[src/hdl/asr_pkg.sv]
// Purpose: Shared constants for the converter status and interrupt register group
// Assumes: 32-bit register bus, byte addresses, one aligned word per register
// Notes: Field positions are shared by enable, disable, mask and status words
package asr_pkg;
    // Register byte addresses
    localparam logic [31:0] ASR_CHAN_STATUS_ADDR = 32'h4003_8018;
    localparam logic [31:0] ASR_LAST_RESULT_ADDR = 32'h4003_8020;
    localparam logic [31:0] ASR_IRQ_SET_ADDR = 32'h4003_8024;
    localparam logic [31:0] ASR_IRQ_CLEAR_ADDR = 32'h4003_8028;
    localparam logic [31:0] ASR_IRQ_MASK_ADDR = 32'h4003_802C;
    localparam logic [31:0] ASR_IRQ_FLAGS_ADDR = 32'h4003_8030;
    localparam logic [31:0] ASR_LC_TRIG_ADDR = 32'h4003_8034;

    // Status and mask bit positions
    localparam int ASR_DONE_LSB = 0;
    localparam int ASR_LC_CHANGE_BIT = 19;
    localparam int ASR_CALIB_DONE_BIT = 23;
    localparam int ASR_READY_BIT = 24;
    localparam int ASR_OVERRUN_BIT = 25;
    localparam int ASR_COMPARE_BIT = 26;
    localparam int ASR_RX_END_BIT = 27;
    localparam int ASR_RX_FULL_BIT = 28;
    // Bits that exist in the shared layout
    localparam logic [31:0] ASR_IRQ_VALID = 32'h1F88_00FF;

    // Last-result field layout
    localparam int ASR_RESULT_LSB = 0;
    localparam int ASR_CHAN_NUM_LSB = 12;

    // Last-channel trigger mode layout
    localparam int ASR_RTC_TRIG_BIT = 0;
    localparam int ASR_CMP_MODE_LSB = 4;

    // Reset values
    localparam logic [31:0] ASR_MASK_RESET = 32'h0000_0000;
    localparam logic [1:0] ASR_CMP_MODE_RESET = 2'h0;
    localparam logic [31:0] ASR_RDATA_RESET = 32'h0000_0000;

    // Comparison modes
    typedef enum logic [1:0] {
        ASR_CMP_LOW = 2'b00,
        ASR_CMP_HIGH = 2'b01,
        ASR_CMP_IN = 2'b10,
        ASR_CMP_OUT = 2'b11
    } asr_cmp_mode_t;

    // Index of the last channel watched for change
    localparam logic [2:0] ASR_LAST_CHAN = 3'h7;
endpackage

[src/hdl/asr_cmp_if.sv]
// Purpose: Carries one result and window settings to the last-channel comparator
// Assumes: Single clock domain, purely combinational path
// Notes: Width follows the converter result width
`timescale 1ns/1ps
interface asr_cmp_if #(
    parameter int DATA_W = 12
);
    import asr_pkg::*;
    logic [DATA_W-1:0] data; // Result under test
    logic [DATA_W-1:0] low_thres; // Window low edge
    logic [DATA_W-1:0] high_thres; // Window high edge
    asr_cmp_mode_t mode; // Selected comparison
    logic hit; // Result matches the mode

    modport regs (output data, output low_thres, output high_thres, output mode, input hit);
    modport comparator (input data, input low_thres, input high_thres, input mode, output hit);
endinterface

[src/hdl/asr_lc_compare.sv]
// Purpose: Window comparison of the last channel's result
// Assumes: Thresholds are inclusive window edges
// Notes: Combinational only, no state
`timescale 1ns/1ps
module asr_lc_compare
    import asr_pkg::*;
(
    asr_cmp_if.comparator cmp
);
    logic below; // Under the low edge
    logic above; // Over the high edge

    // Edge tests
    assign below = (cmp.data < cmp.low_thres);
    assign above = (cmp.data > cmp.high_thres);

    // Mode selects which region raises the event
    always_comb begin
        case (cmp.mode)
            ASR_CMP_LOW: cmp.hit = below;
            ASR_CMP_HIGH: cmp.hit = above;
            ASR_CMP_IN: cmp.hit = !below && !above;
            default: cmp.hit = below || above;
        endcase
    end
endmodule

[src/hdl/asr_status_regs.sv]
// Purpose: Status, result, mask and last-channel mode registers of the converter
// Assumes: Event inputs are one-cycle pulses synchronous to clk_i
// Notes: Read data appears the cycle after the read strobe, zero when unmapped
//
// Overview of operation
// - Channel status bits mirror channel enables
// - Latch result at every conversion end
// - Channel number shown only when tagging
// - Enable-set write ones set mask bits
// - Enable-clear write ones clear mask bits
// - Mask register reads enabled sources
// - Shared bit layout across irq registers
// - Per-channel done set, cleared by read
// - Last channel change flag, clear-on-read
// - Calibration done after requested sequence
// - Result ready cleared by result read
// - Overrun flag cleared on status read
// - Compare flag cleared on status read
// - Receive end cleared by counter write
// - Trigger mode writes blocked when protected
// - Dual trigger routes last channel trigger
// - Compare mode selects event region
// - Tagging appends channel number to result
`timescale 1ns/1ps
module asr_status_regs
    import asr_pkg::*;
#(
    parameter int NUM_CHAN = 8,
    parameter int DATA_W = 12,
    parameter int CHAN_NUM_W = 4
) (
    input wire logic clk_i,
    input wire logic rst_n_i,
    // Register port
    input wire logic [31:0] reg_addr_i,
    input wire logic [31:0] reg_wdata_i,
    input wire logic reg_wr_i,
    input wire logic reg_rd_i,
    output logic [31:0] reg_rdata_o,
    // Conversion engine side
    input wire logic [NUM_CHAN-1:0] chan_enabled_bit_i,
    input wire logic conv_done_i,
    input wire logic [2:0] conv_chan_i,
    input wire logic [DATA_W-1:0] conv_data_i,
    input wire logic tag_enable_i,
    input wire logic [NUM_CHAN-1:0] chan_data_read_i,
    input wire logic calib_start_i,
    input wire logic calib_end_i,
    input wire logic overrun_i,
    input wire logic compare_event_i,
    input wire logic [DATA_W-1:0] lc_low_thres_i,
    input wire logic [DATA_W-1:0] lc_high_thres_i,
    // Transfer counter side
    input wire logic receive_counter_hit_zero_i,
    input wire logic receive_counter_write_i,
    input wire logic receive_counter_zero_i,
    input wire logic next_receive_counter_zero_i,
    input wire logic write_protect_on_i,
    // Configuration and mask outputs
    output logic last_chan_rtc_trigger_o,
    output logic [1:0] last_chan_compare_mode_o,
    output logic [31:0] irq_mask_o
);
    // Whole register state
    typedef struct packed {
        logic [31:0] mask; // Interrupt enables
        logic [NUM_CHAN-1:0] conversion_done_flag; // Per-channel done
        logic last_chan_change_flag; // Last channel change
        logic calibration_done_flag; // Calibration finished
        logic calib_running; // Calibration in progress
        logic result_ready_flag; // New result present
        logic general_overrun_flag; // Overrun seen
        logic compare_event_flag; // Compare event seen
        logic receive_end_flag; // Receive counter reached zero
        logic [DATA_W-1:0] last_result_value; // Last result
        logic [CHAN_NUM_W-1:0] result_chan_number; // Tag of last result
        logic last_chan_rtc_trigger; // Dual trigger select
        logic [1:0] last_chan_compare_mode; // Last channel compare mode
        logic [31:0] rdata; // Registered read data
    } asr_state_t;

    asr_state_t s; // Current state
    asr_state_t next_s; // Next state
    logic receive_full_flag; // Both counters empty
    logic lc_hit; // Comparator result

    asr_cmp_if #(.DATA_W(DATA_W)) cmp_bus ();

    // Last-channel comparator wiring
    assign cmp_bus.data = conv_data_i;
    assign cmp_bus.low_thres = lc_low_thres_i;
    assign cmp_bus.high_thres = lc_high_thres_i;
    assign cmp_bus.mode = asr_cmp_mode_t'(s.last_chan_compare_mode);
    assign lc_hit = cmp_bus.hit;

    asr_lc_compare u_lc_compare (
        .cmp(cmp_bus.comparator)
    );

    // Full buffer is a live view of the two counters
    assign receive_full_flag = receive_counter_zero_i && next_receive_counter_zero_i;

    // Places each flag at its shared layout position
    function automatic logic [31:0] pack_flags(input asr_state_t st, input logic full,
                                               input logic [NUM_CHAN-1:0] en);
        logic [31:0] w;
        w = 32'h0000_0000;
        w[ASR_DONE_LSB +: NUM_CHAN] = st.conversion_done_flag & en;
        w[ASR_LC_CHANGE_BIT] = st.last_chan_change_flag;
        w[ASR_CALIB_DONE_BIT] = st.calibration_done_flag;
        w[ASR_READY_BIT] = st.result_ready_flag;
        w[ASR_OVERRUN_BIT] = st.general_overrun_flag;
        w[ASR_COMPARE_BIT] = st.compare_event_flag;
        w[ASR_RX_END_BIT] = st.receive_end_flag;
        w[ASR_RX_FULL_BIT] = full;
        return w;
    endfunction

    // Address match helper shared by read and write decode
    function automatic logic hit_addr(input logic [31:0] a, input logic [31:0] reg_addr);
        return a == reg_addr;
    endfunction

    // Next-state logic; clears are applied first so same-cycle sets win
    always_comb begin
        logic status_read; // Status word is being read
        logic result_read; // Last result is being read
        logic [31:0] word; // Read word being assembled
        status_read = 1'b0;
        result_read = 1'b0;
        word = 32'h0000_0000;
        next_s = s;

        // Read decode, returns the value before any read side effect
        if (reg_rd_i) begin
            if (hit_addr(reg_addr_i, ASR_CHAN_STATUS_ADDR)) begin
                word[NUM_CHAN-1:0] = chan_enabled_bit_i;
            end else if (hit_addr(reg_addr_i, ASR_LAST_RESULT_ADDR)) begin
                word[ASR_RESULT_LSB +: DATA_W] = s.last_result_value;
                word[ASR_CHAN_NUM_LSB +: CHAN_NUM_W] = s.result_chan_number;
                result_read = 1'b1;
            end else if (hit_addr(reg_addr_i, ASR_IRQ_MASK_ADDR)) begin
                word = s.mask;
            end else if (hit_addr(reg_addr_i, ASR_IRQ_FLAGS_ADDR)) begin
                word = pack_flags(s, receive_full_flag, chan_enabled_bit_i);
                status_read = 1'b1;
            end else if (hit_addr(reg_addr_i, ASR_LC_TRIG_ADDR)) begin
                word[ASR_RTC_TRIG_BIT] = s.last_chan_rtc_trigger;
                word[ASR_CMP_MODE_LSB +: 2] = s.last_chan_compare_mode;
            end else begin
                // Unmapped and write-only addresses read as zero
                word = 32'h0000_0000;
            end
        end
        next_s.rdata = word;

        // Write decode
        if (reg_wr_i) begin
            if (hit_addr(reg_addr_i, ASR_IRQ_SET_ADDR)) begin
                next_s.mask = s.mask | (reg_wdata_i & ASR_IRQ_VALID);
            end else if (hit_addr(reg_addr_i, ASR_IRQ_CLEAR_ADDR)) begin
                next_s.mask = s.mask & ~(reg_wdata_i & ASR_IRQ_VALID);
            end else if (hit_addr(reg_addr_i, ASR_LC_TRIG_ADDR)) begin
                // Protection drops the write silently
                if (!write_protect_on_i) begin
                    next_s.last_chan_rtc_trigger = reg_wdata_i[ASR_RTC_TRIG_BIT];
                    next_s.last_chan_compare_mode = reg_wdata_i[ASR_CMP_MODE_LSB +: 2];
                end
            end else begin
                // Read-only and unmapped writes are ignored
                next_s.mask = s.mask;
            end
        end

        // Clears from reads and counter writes
        next_s.conversion_done_flag = s.conversion_done_flag & ~chan_data_read_i;
        if (result_read) begin
            next_s.result_ready_flag = 1'b0;
        end
        if (status_read) begin
            next_s.last_chan_change_flag = 1'b0;
            next_s.general_overrun_flag = 1'b0;
            next_s.compare_event_flag = 1'b0;
        end
        if (receive_counter_write_i) begin
            next_s.receive_end_flag = 1'b0;
        end

        // Conversion end loads the result and raises its flags
        if (conv_done_i) begin
            next_s.last_result_value = conv_data_i;
            // Untagged results carry a zero channel field
            next_s.result_chan_number = tag_enable_i ? CHAN_NUM_W'(conv_chan_i) : '0;
            next_s.result_ready_flag = 1'b1;
            if (chan_enabled_bit_i[conv_chan_i]) begin
                next_s.conversion_done_flag[conv_chan_i] = 1'b1;
            end
            if (conv_chan_i == ASR_LAST_CHAN && lc_hit) begin
                next_s.last_chan_change_flag = 1'b1;
            end
        end

        // A disabled channel never holds a done flag
        next_s.conversion_done_flag = next_s.conversion_done_flag & chan_enabled_bit_i;

        // Other sticky events
        if (overrun_i) begin
            next_s.general_overrun_flag = 1'b1;
        end
        if (compare_event_i) begin
            next_s.compare_event_flag = 1'b1;
        end
        if (receive_counter_hit_zero_i) begin
            next_s.receive_end_flag = 1'b1;
        end

        // Calibration: flag low while running, high once finished
        if (calib_start_i) begin
            next_s.calib_running = 1'b1;
            next_s.calibration_done_flag = 1'b0;
        end
        if (calib_end_i && next_s.calib_running) begin
            next_s.calib_running = 1'b0;
            next_s.calibration_done_flag = 1'b1;
        end
    end

    // State register
    always_ff @(posedge clk_i) begin
        if (!rst_n_i) begin
            s <= '0;
            s.mask <= ASR_MASK_RESET;
            s.last_chan_compare_mode <= ASR_CMP_MODE_RESET;
            s.rdata <= ASR_RDATA_RESET;
        end else begin
            s <= next_s;
        end
    end

    // Outputs straight from flip-flops
    assign reg_rdata_o = s.rdata;
    assign last_chan_rtc_trigger_o = s.last_chan_rtc_trigger;
    assign last_chan_compare_mode_o = s.last_chan_compare_mode;
    assign irq_mask_o = s.mask;
endmodule

[config.mk]
export PLATFORM = sky130hd
export DESIGN_NAME = asr_status_regs
export DESIGN_NICKNAME = d
export VERILOG_FILES = /design/src/hdl/asr_pkg.sv /design/src/hdl/asr_cmp_if.sv /design/src/hdl/asr_lc_compare.sv /design/src/hdl/asr_status_regs.sv
export SDC_FILE = /design/constraint.sdc
export NUM_CORES = 1
export LEC_CHECK = 0
export BUFFER_PORTS_ARGS = -buffer_cell sky130_fd_sc_hd__buf_2
export CORE_UTILIZATION = 35
export DETAILED_ROUTE_END_ITERATION = 6
export GPL_ROUTABILITY_DRIVEN = 0
export GPL_TIMING_DRIVEN = 0
export PLACE_DENSITY = 0.74
export SYNTH_ARGS = -nofsm -noshare
export SYNTH_HDL_FRONTEND = slang
export SYNTH_SLANG_ARGS = --single-unit
[constraint.sdc]
create_clock -name clk_i -period 5.66 [get_ports clk_i]
set_clock_uncertainty 0.05 [all_clocks]
set_input_delay 0.283 -clock clk_i [delete_from_list [all_inputs] [get_ports clk_i]]
set_output_delay 0.283 -clock clk_i [all_outputs]
set_load 0.02 [all_outputs]
# Yosys cells after proc, flatten, opt, wreduce, memory -nomap -nowiden
# Index checks and enable logic that the tools add are counted.
# word_totals
ff_bits	98
output_inout_bits	67
in_bits	134
elab_cells	99
# classes
order_cmp	4
n_mux	35
reduce_logical	21
eq_ne	10
n_bitwise	13
# ops
op	n
32-bit by 31-bit == test with 1-bit output (second input constant)	7
32-bit two-way mux	3
32-bit AND	1
29-bit inverter with 32-bit output	1
32-bit by 29-bit bitwise OR with 32-bit output	1
29-bit two-way mux	1
8-bit AND	3
1-bit two-way mux	19
16-bit two-way mux	1
8-bit two-way mux	2
12-bit > comparator	1
12-bit less-than comparator	1
2-bit nonzero test	6
9-bit two-way mux	1
2-bit two-way mux	4
8-bit inverter	1
8-bit bitwise OR	1
1-bit logical AND	5
1-bit inverter	5
5-bit AND reduction	1
3-bit by 4-bit less-than comparator with 1-bit output (second input constant)	1
2-bit AND reduction	2
4-bit OR reduction	1
1-bit binary-select mux with 3-bit select	1
other kinds (12)	13

# Longest topological paths before layout
# Gate-level depths: netlist of run 1.
# depth
word_depth	10
ltp_mapped	8
mapped_depth_nobuf	8

# Hierarchy
# From an unflattened synthesis of run 1, not the netlist that was laid out.
# unflattened
cells_unflattened	478
area_unflattened_um2	4202.8
# by_module_without_submodules
module	cells_each	instances	area_per_inst_um2	seq_area_each_um2
asr_status_regs	391	1	3570.9	1401.3
asr_lc_compare	87	1	631.9	0.0

# Worst setup path after synthesis of run 1
# No wires, ideal clock.
# synth_path
kind	input to register
startpoint	input port reg_addr_i[26]
endpoint	register (tool-made name)
t_arrival_ns	1.975
path_buffers	1
required_ns	5.494
cell_stages	6
setup_time_ns	0.116
slack_ns	3.520
cell_sequence	or4_4 or3_4 nor4_4 buf_6 a21oi_1 a31o_1
# synth_lines
element	line	text
start, declared	asr_status_regs.sv:35	input wire logic [31:0] reg_addr_i,

# Worst setup path in the final report of run 1
# layout_path
startpoint	input port reg_addr_i[26]
endpoint	register s[57] (netlist bit)
# layout_via
elab_chain_cells	9
elab_cells_between_ends	12
classes_between	eq/ne (4); mux (8)
# layout_rtl
element	line	text
32-bit by 31-bit == test with 1-bit output	asr_status_regs.sv:121	return a == reg_addr;
1-bit two-way mux	asr_status_regs.sv:144	end else if (hit_addr(reg_addr_i, ASR_IRQ_FLAGS_ADDR)) begin
1-bit two-way mux	asr_status_regs.sv:142	end else if (hit_addr(reg_addr_i, ASR_IRQ_MASK_ADDR)) begin
1-bit two-way mux	asr_status_regs.sv:138	end else if (hit_addr(reg_addr_i, ASR_LAST_RESULT_ADDR)) begin
1-bit two-way mux (*)	asr_status_regs.sv:136	if (hit_addr(reg_addr_i, ASR_CHAN_STATUS_ADDR)) begin
1-bit two-way mux (*)	asr_status_regs.sv:135	if (reg_rd_i) begin
1-bit two-way mux (*)	asr_status_regs.sv:180	if (status_read) begin
1-bit two-way mux	asr_status_regs.sv:198	if (conv_chan_i == ASR_LAST_CHAN && lc_hit) begin
9-bit two-way mux (*)	asr_status_regs.sv:190	if (conv_done_i) begin
end signal, assigned	asr_status_regs.sv:236	s <= next_s;
end, declared	asr_status_regs.sv:82	asr_state_t s;
# Every way passes the cells marked *; elsewhere a longest branch is shown, timed or not.
# A chain may end at the register's enable or synchronous reset.

==> run metrics, run 1 <==
first-pass detailed-route iteration total 5; Area growth syn-to-layout 32.52%; cell with the most instances after synthesis dfxtp_1; YS warnings 0; number of library cell types mapped by synthesis 56; Final min period 2.230 ns; synthesized flop and latch total 70; clock slew at reported path FFs 0.06 ns; via count 3896; critical path launch point type input port; synthesized area 0.004129 mm^2; status finished, final reports clean; MaxCap Viol Count 0; clock latency at the later pin of the worst-skew pair 0.33 ns; RSZ-0062 raised after global routing false; number of hold buffers added after cts 0; post-CTS setup buffer count 0; Critical Path End Type register; Worst Max-Slew Pin Slew 0.7230 ns; Area contributors post-synth dfxtp_1 34%, buf_4 12%, ha_1 7.0%; Leak 2.722 nW; Hold Crit Class input port to register; fin crit share 39.40%; per-cell routed wire length 13.72 um; number of flops mapped to enable cells by yosys 0; number of global-route vias before repair 3626; Top FF cell, synth dfxtp_1; initial DRC count 213; share of the synthesized area in the top cell type 33.94%; Root Driver clkbuf_16; CTS-repair resized insts 0; I/O Buffers 155; Core Region 0.01147 mm^2; Final Hold Viols 0; fin util 47.71%; post-synthesis sequential area ratio 33.94%; final count of negative-setup-slack endpoints 0; synthesized instance count 487; clock tree from TritonCTS built; Post-DP HPWL 9.295 mm; clock buffer depth 2; Max FO, Critical Path 4; worst ir drop on vdd 0.1362 mV; Filler cells 1134; final wirelength 11.38 mm; crit path DAT 2.40 ns; slew margin rel. 51.17%; Syn Area/Cell 8.478 um^2; Setup CP Type input port to register; pwr/cell area 218.7 mW/mm^2; Die Ht 110.6 um; setup_tns 0 ns; # nets final 836; GR Util All Layers 18.43%; pin count of the biggest net entering global routing 14; first-pass GRT wire length 17.68 mm; Starting Density 36.01%; DR vias/cell 4.700; Fin Hold WS 0.06687 ns; grt total ovfl 0; top cells by count, synth 70 x dfxtp_1, 67 x buf_4, 45 x nor2_1, 39 x a21oi_1, 38 x nand2_1; CTS Sinks 70; initial antenna violation count 4; die area 0.01224 mm^2; post-route ant nets 0; Die X 110.6 um; fmax 0.4485 GHz; H-Tree Depth 3; DRC violations left 0; share of cells above drive strength 1 38.01%; post-synth top area cell dfxtp_1; Crit path required time 5.83 ns; Num CTS Buffers 9; I/O pin count 201; asr flop ratio synth 0%; Slew Viols, Final 0; Site Rows 39
[per-layer routing]
layer  vias to the layer above  GRT usage, %  wire length (um)
met5                         -             0                13
met4                         2         6.844               227
met3                        19         6.257               934
met2                       150         31.68              5327
met1                      1714         21.05              4873
li1                       2011             -                 -
[through the flow]
stage          std cells  setup WS, ns  total power, mW  instance area, um^2
2_1_floorplan        513         3.520           0.6103                 4227
3_3_place_gp         811         3.092           0.6788                 5181
3_5_place_dp         811         3.045           0.6817                 5181
4_1_cts              827         3.385            1.203                 5466
5_1_grt              828         3.184            1.245                 5469
6_report             829         3.430            1.196                 5472
[layout by cell type (no fill, tap or decap), types with 5 or more instances in the layout]
master     synthesis  layout
ha_1              23      23
a31o_1            10      10
nand2_1           38      38
nor2_1            45      45
clkbuf_1          10      10
nand2b_1           9       9
a31o_2             5       5
o21ai_0           19      19
a22oi_1            7       7
a21oi_1           39      39
buf_2              2     157
dfxtp_1           70      70
nand3_1            6       6
conb_1             1      27
and3_1            14      14
mux2i_1           15      15
nand4_1            7       7
a2bb2oi_1          5       5
buf_4             67      67
o22ai_1            5       5
inv_1             35      35
clkbuf_16          0       9
[where the power goes]
part	internal, mW	total [mW]	switching (mW)
Clock	0.310	0.525	0.215
Sequential	0.502	0.507	0.00495
Combinational	0.0740	0.164	0.0901
[final cells by class]
| cell class | instances | area, um^2 | area share (%) |
|---|---|---|---|
| Inverter | 36 | 135.1 | 2.470 |
| Antenna cell | 2 | 5.005 | 0.09147 |
| Sequential cell | 70 | 1401 | 25.61 |
| Tap cell | 143 | 178.9 | 3.270 |
| Timing Repair Buffer | 155 | 775.7 | 14.18 |
| Buffer | 81 | 573.1 | 10.47 |
| Clock buffer | 10 | 239.0 | 4.368 |
| Multi-Input combinational cell | 326 | 2117 | 38.69 |
| Clock inverter | 6 | 46.29 | 0.8461 |
[worst max-delay path, stage by stage]
cell and delay [ns]:
buf_2 0.10, or4_4 0.55, nor4_1 0.55, or3b_1 0.48
a32o_1 0.23, o31a_1 0.23
[kinds of logic (layout without fill, tap and decap cells)]
kind of cell | Yosys count | after routing | synth area share (%)
adders and majority gates | 23 | 23 | 6.970
and+or+nand+nor | 147 | 147 | 20.03
AOI/OAI and AO/OA | 112 | 112 | 17.76
xor gates and xnor gates | 2 | 2 | 0.4243
buffers and inverters | 117 | 288 | 17.15
muxes | 15 | 15 | 3.636
DFF | 70 | 70 | 33.94
other | 1 | 29 | 0.09082
[path summary, 6_finish.rpt]
check | slack [ns] | to | cells after the start | start
max reg2reg | 4.42 | reg_rdata_o[4] | 5 | last_chan_compare_mode_o[0]
min | 0.07 | s[55] | 2 | calib_end_i
min reg2reg | 0.41 | s[36] | 2 | s[36]
max | 3.43 | s[57] | 6 | reg_addr_i[26]
(Power assumes the default switching activity.)
==> inputs of run 2 (changes only) <==
Settings changed: ABC_AREA set to 1, PLACE_DENSITY 0.74 to 0.75.
Clock period 5.66 ns to 2 ns, I/O delays scaled along.
==> run metrics, run 2 <==
status finished with violations (was finished, final reports clean); failing checks hold timing; Root Driver clkbuf_16 (unchanged); per-cell routed wire length 12.63 um (was 13.72 um); synthesized area 0.004394 mm^2 (was 0.004129 mm^2); Final Hold Viols 2 (was 0); number of flops mapped to enable cells by yosys 0 (unchanged); slew margin rel. 62.93% (was 51.17%); most frequent cells in the layout 157 x buf_2, 107 x inv_1, 100 x nand2_1 (was 157 x buf_2, 70 x dfxtp_1, 67 x buf_4); Hold Crit Class input port to register (unchanged); first-pass GRT wire length 20.15 mm (was 17.68 mm); MaxCap Viol Count 0 (unchanged); pre-CTS setup slack 0.2063 ns (was 3.045 ns); Area growth syn-to-layout 38.21% (was 32.52%); Site Rows 40 (was 39); number of global-route vias before repair 4428 (was 3626); dpl cell area 0.005473 mm^2 (was 0.005181 mm^2); cell with the most instances after synthesis inv_1 (was dfxtp_1); Starting Density 36.28% (was 36.01%); clock buffer depth 2 (unchanged); CTS Sinks 70 (unchanged); Worst path max stage delay 0.57 ns (was 0.55 ns); design area 0.006073 mm^2 (was 0.005472 mm^2); die area 0.01301 mm^2 (was 0.01224 mm^2); Die X 114.1 um (was 110.6 um); I/O Buffers 154 (was 155); # nets final 1002 (was 836); Pwr Total 3.603 mW (was 1.196 mW); synthesized flop and latch total 70 (unchanged); number of library cell types mapped by synthesis 34 (was 56); DRC violations left 0 (unchanged); post-synthesis sequential area ratio 31.89% (was 33.94%); initial antenna violation count 0 (was 4); asr flop ratio synth 0% (unchanged); top cells by count, synth 107 x inv_1, 100 x nand2_1, 70 x dfxtp_1, 68 x buf_4, 57 x a21oi_1 (was 70 x dfxtp_1, 67 x buf_4, 45 x nor2_1, 39 x a21oi_1, 38 x nand2_1); Top FF cell, synth dfxtp_1 (unchanged); worst ir drop on vdd 0.4184 mV (was 0.1362 mV); Setup CP Type input port to register (unchanged); via count 4640 (was 3896); Post-DP HPWL 9.847 mm (was 9.295 mm); Slowest-stage cell, CP dlygate4sd3_1 (was or4_4); Core Region 0.01211 mm^2 (was 0.01147 mm^2); YS warnings 0 (unchanged); commonest non-fill, non-tap cell in the layout buf_2 (unchanged); first-pass detailed-route iteration total 6 (was 5); GR Util All Layers 19.95% (was 18.43%); share of the synthesized area in the top cell type 31.89% (was 33.94%); Final min period 1.816 ns; Num CTS Buffers 9 (unchanged); crit path DAT 2.04 ns (was 2.40 ns); clock latency at the later pin of the worst-skew pair 0.34 ns (was 0.33 ns); CP Cell Sequence buf_2 -> nor2_1 -> nand3_2 -> nor4_2 -> buf_4 -> nand3_1 -> dlygate4sd3_1 -> a21oi_1 (was buf_2 -> or4_4 -> nor4_1 -> or3b_1 -> a32o_1 -> o31a_1); final wirelength 12.86 mm (was 11.38 mm); post-synth top area cell dfxtp_1 (unchanged); Slew Viols, Final 0 (unchanged); RSZ-0062 raised after global routing false (unchanged); fmax 0.5507 GHz; antenna diode count 0 (was 2); initial DRC count 369 (was 213); Die Ht 114.1 um (was 110.6 um); Crit path required time 2.22 ns (was 5.83 ns); DR vias/cell 4.558 (was 4.700); Critical Path End Type register (unchanged); area of the multi-input gates 0.002100 mm^2 (was 0.002117 mm^2); Area contributors post-synth dfxtp_1 32%, buf_4 12%, inv_1 9.1% (was dfxtp_1 34%, buf_4 12%, ha_1 7.0%); Fin Hold WS -0.008826 ns (was 0.06687 ns); Syn Area/Cell 7.042 um^2 (was 8.478 um^2); FF/Latch Area 0.001401 mm^2 (unchanged); post-route ant nets 0 (unchanged); crit-path leading delay family buffers and inverters (was simple AND/OR/NAND/NOR gates); clock slew at reported path FFs 0.06 ns (about the same); Filler cells 1223 (was 1134); final count of negative-setup-slack endpoints 0 (unchanged); H-Tree Depth 3 (unchanged); I/O pin count 201 (unchanged); Bufs and invs on worst path 3 (was 1); critical path launch point type input port (unchanged); Worst Max-Slew Pin Slew 0.5560 ns (was 0.7230 ns); grt total ovfl 0 (unchanged); Leak 3.211 nW (was 2.722 nW); pin count of the biggest net entering global routing 13 (was 14); Max FO, Critical Path 10 (was 4); fin crit share 90.79%; pwr/cell area 593.2 mW/mm^2 (was 218.7 mW/mm^2); clock tree from TritonCTS built (unchanged); CTS-repair resized insts 0 (unchanged); setup ws final 0.1842 ns (was 3.430 ns); synthesized instance count 624 (was 487); setup_tns 0 ns (unchanged); share of cells above drive strength 1 31.06% (was 38.01%)
==> run 2: power breakdown <==
| part | switching, mW | internal [mW] | total [mW] |
|---|---|---|---|
| sequential | 0.0131 | 1.42 | 1.44 |
| combinational | 0.305 | 0.247 | 0.552 |
| clock | 0.619 | 0.993 | 1.61 |
==> run 2: layer usage <==
| metal | track usage, % | wire length [um] | vias to the layer above | part of all wire [%] |
|---|---|---|---|---|
| li1 | - | - | 2373 | - |
| met1 | 23.46 | 5428 | 2010 | 42 |
| met2 | 34.42 | 6037 | 211 | 47 |
| met3 | 3.917 | 895 | 46 | 7.0 |
| met4 | 10.30 | 497 | 0 | 3.9 |
| met5 | 0 | 0 | - | 0 |
==> run 2: area by class of cell <==
type,instances,area share [%]
Buffer,83,9.518
Inverter,110,6.799
Multi-Input combinational cell,387,34.57
Sequential cell,70,23.07
Clock buffer,10,3.935
Tap cell,168,3.461
Clock inverter,6,1.009
Timing Repair Buffer,184,17.64
==> run 2: cell families after synthesis <==
logic type | Yosys count | share of synthesized area [%]
buffers and inverters | 193 | 22.55
DFF | 70 | 31.89
and+or+nand+nor | 231 | 25.14
adders and majority gates | 23 | 6.549
AOI/OAI and AO/OA | 106 | 13.78
other | 1 | 0.08534
==> run 2: worst reg2reg max path, delay by kind of cell, from the launching register on <==
family / cells / cell delay, ns
flops: 1 / 0.44
simple gates: 3 / 0.31
compound gates: 1 / 0.18
==> run 2: worst paths after layout <==
kind | start | endpoint | slack, ns | depth (start not counted)
hold / removal | conv_data_i[5] | s[44] | -0.009 | 3
setup reg to reg | last_chan_compare_mode_o[1] | reg_rdata_o[5] | 0.94 | 4
setup / recovery | reg_addr_i[1] | reg_rdata_o[28] | 0.18 | 8
hold reg to reg | s[35] | reg_rdata_o[12] | 0.39 | 2
==> run 2: per-stage QoR <==
step                util [%]  std cells
finish                 50.14       1018
global route           50.14       1018
CTS                    50.14       1018
detailed placement     45.19        972
global placement       45.19        972
floorplan                  -        650
==> run 2: what timing repair did <==
action	in CTS	in global routing
hold buffers	30	0
endpoints found under the hold margin	33	0
setup buffers	0	0
setup endpoints to repair	0	0
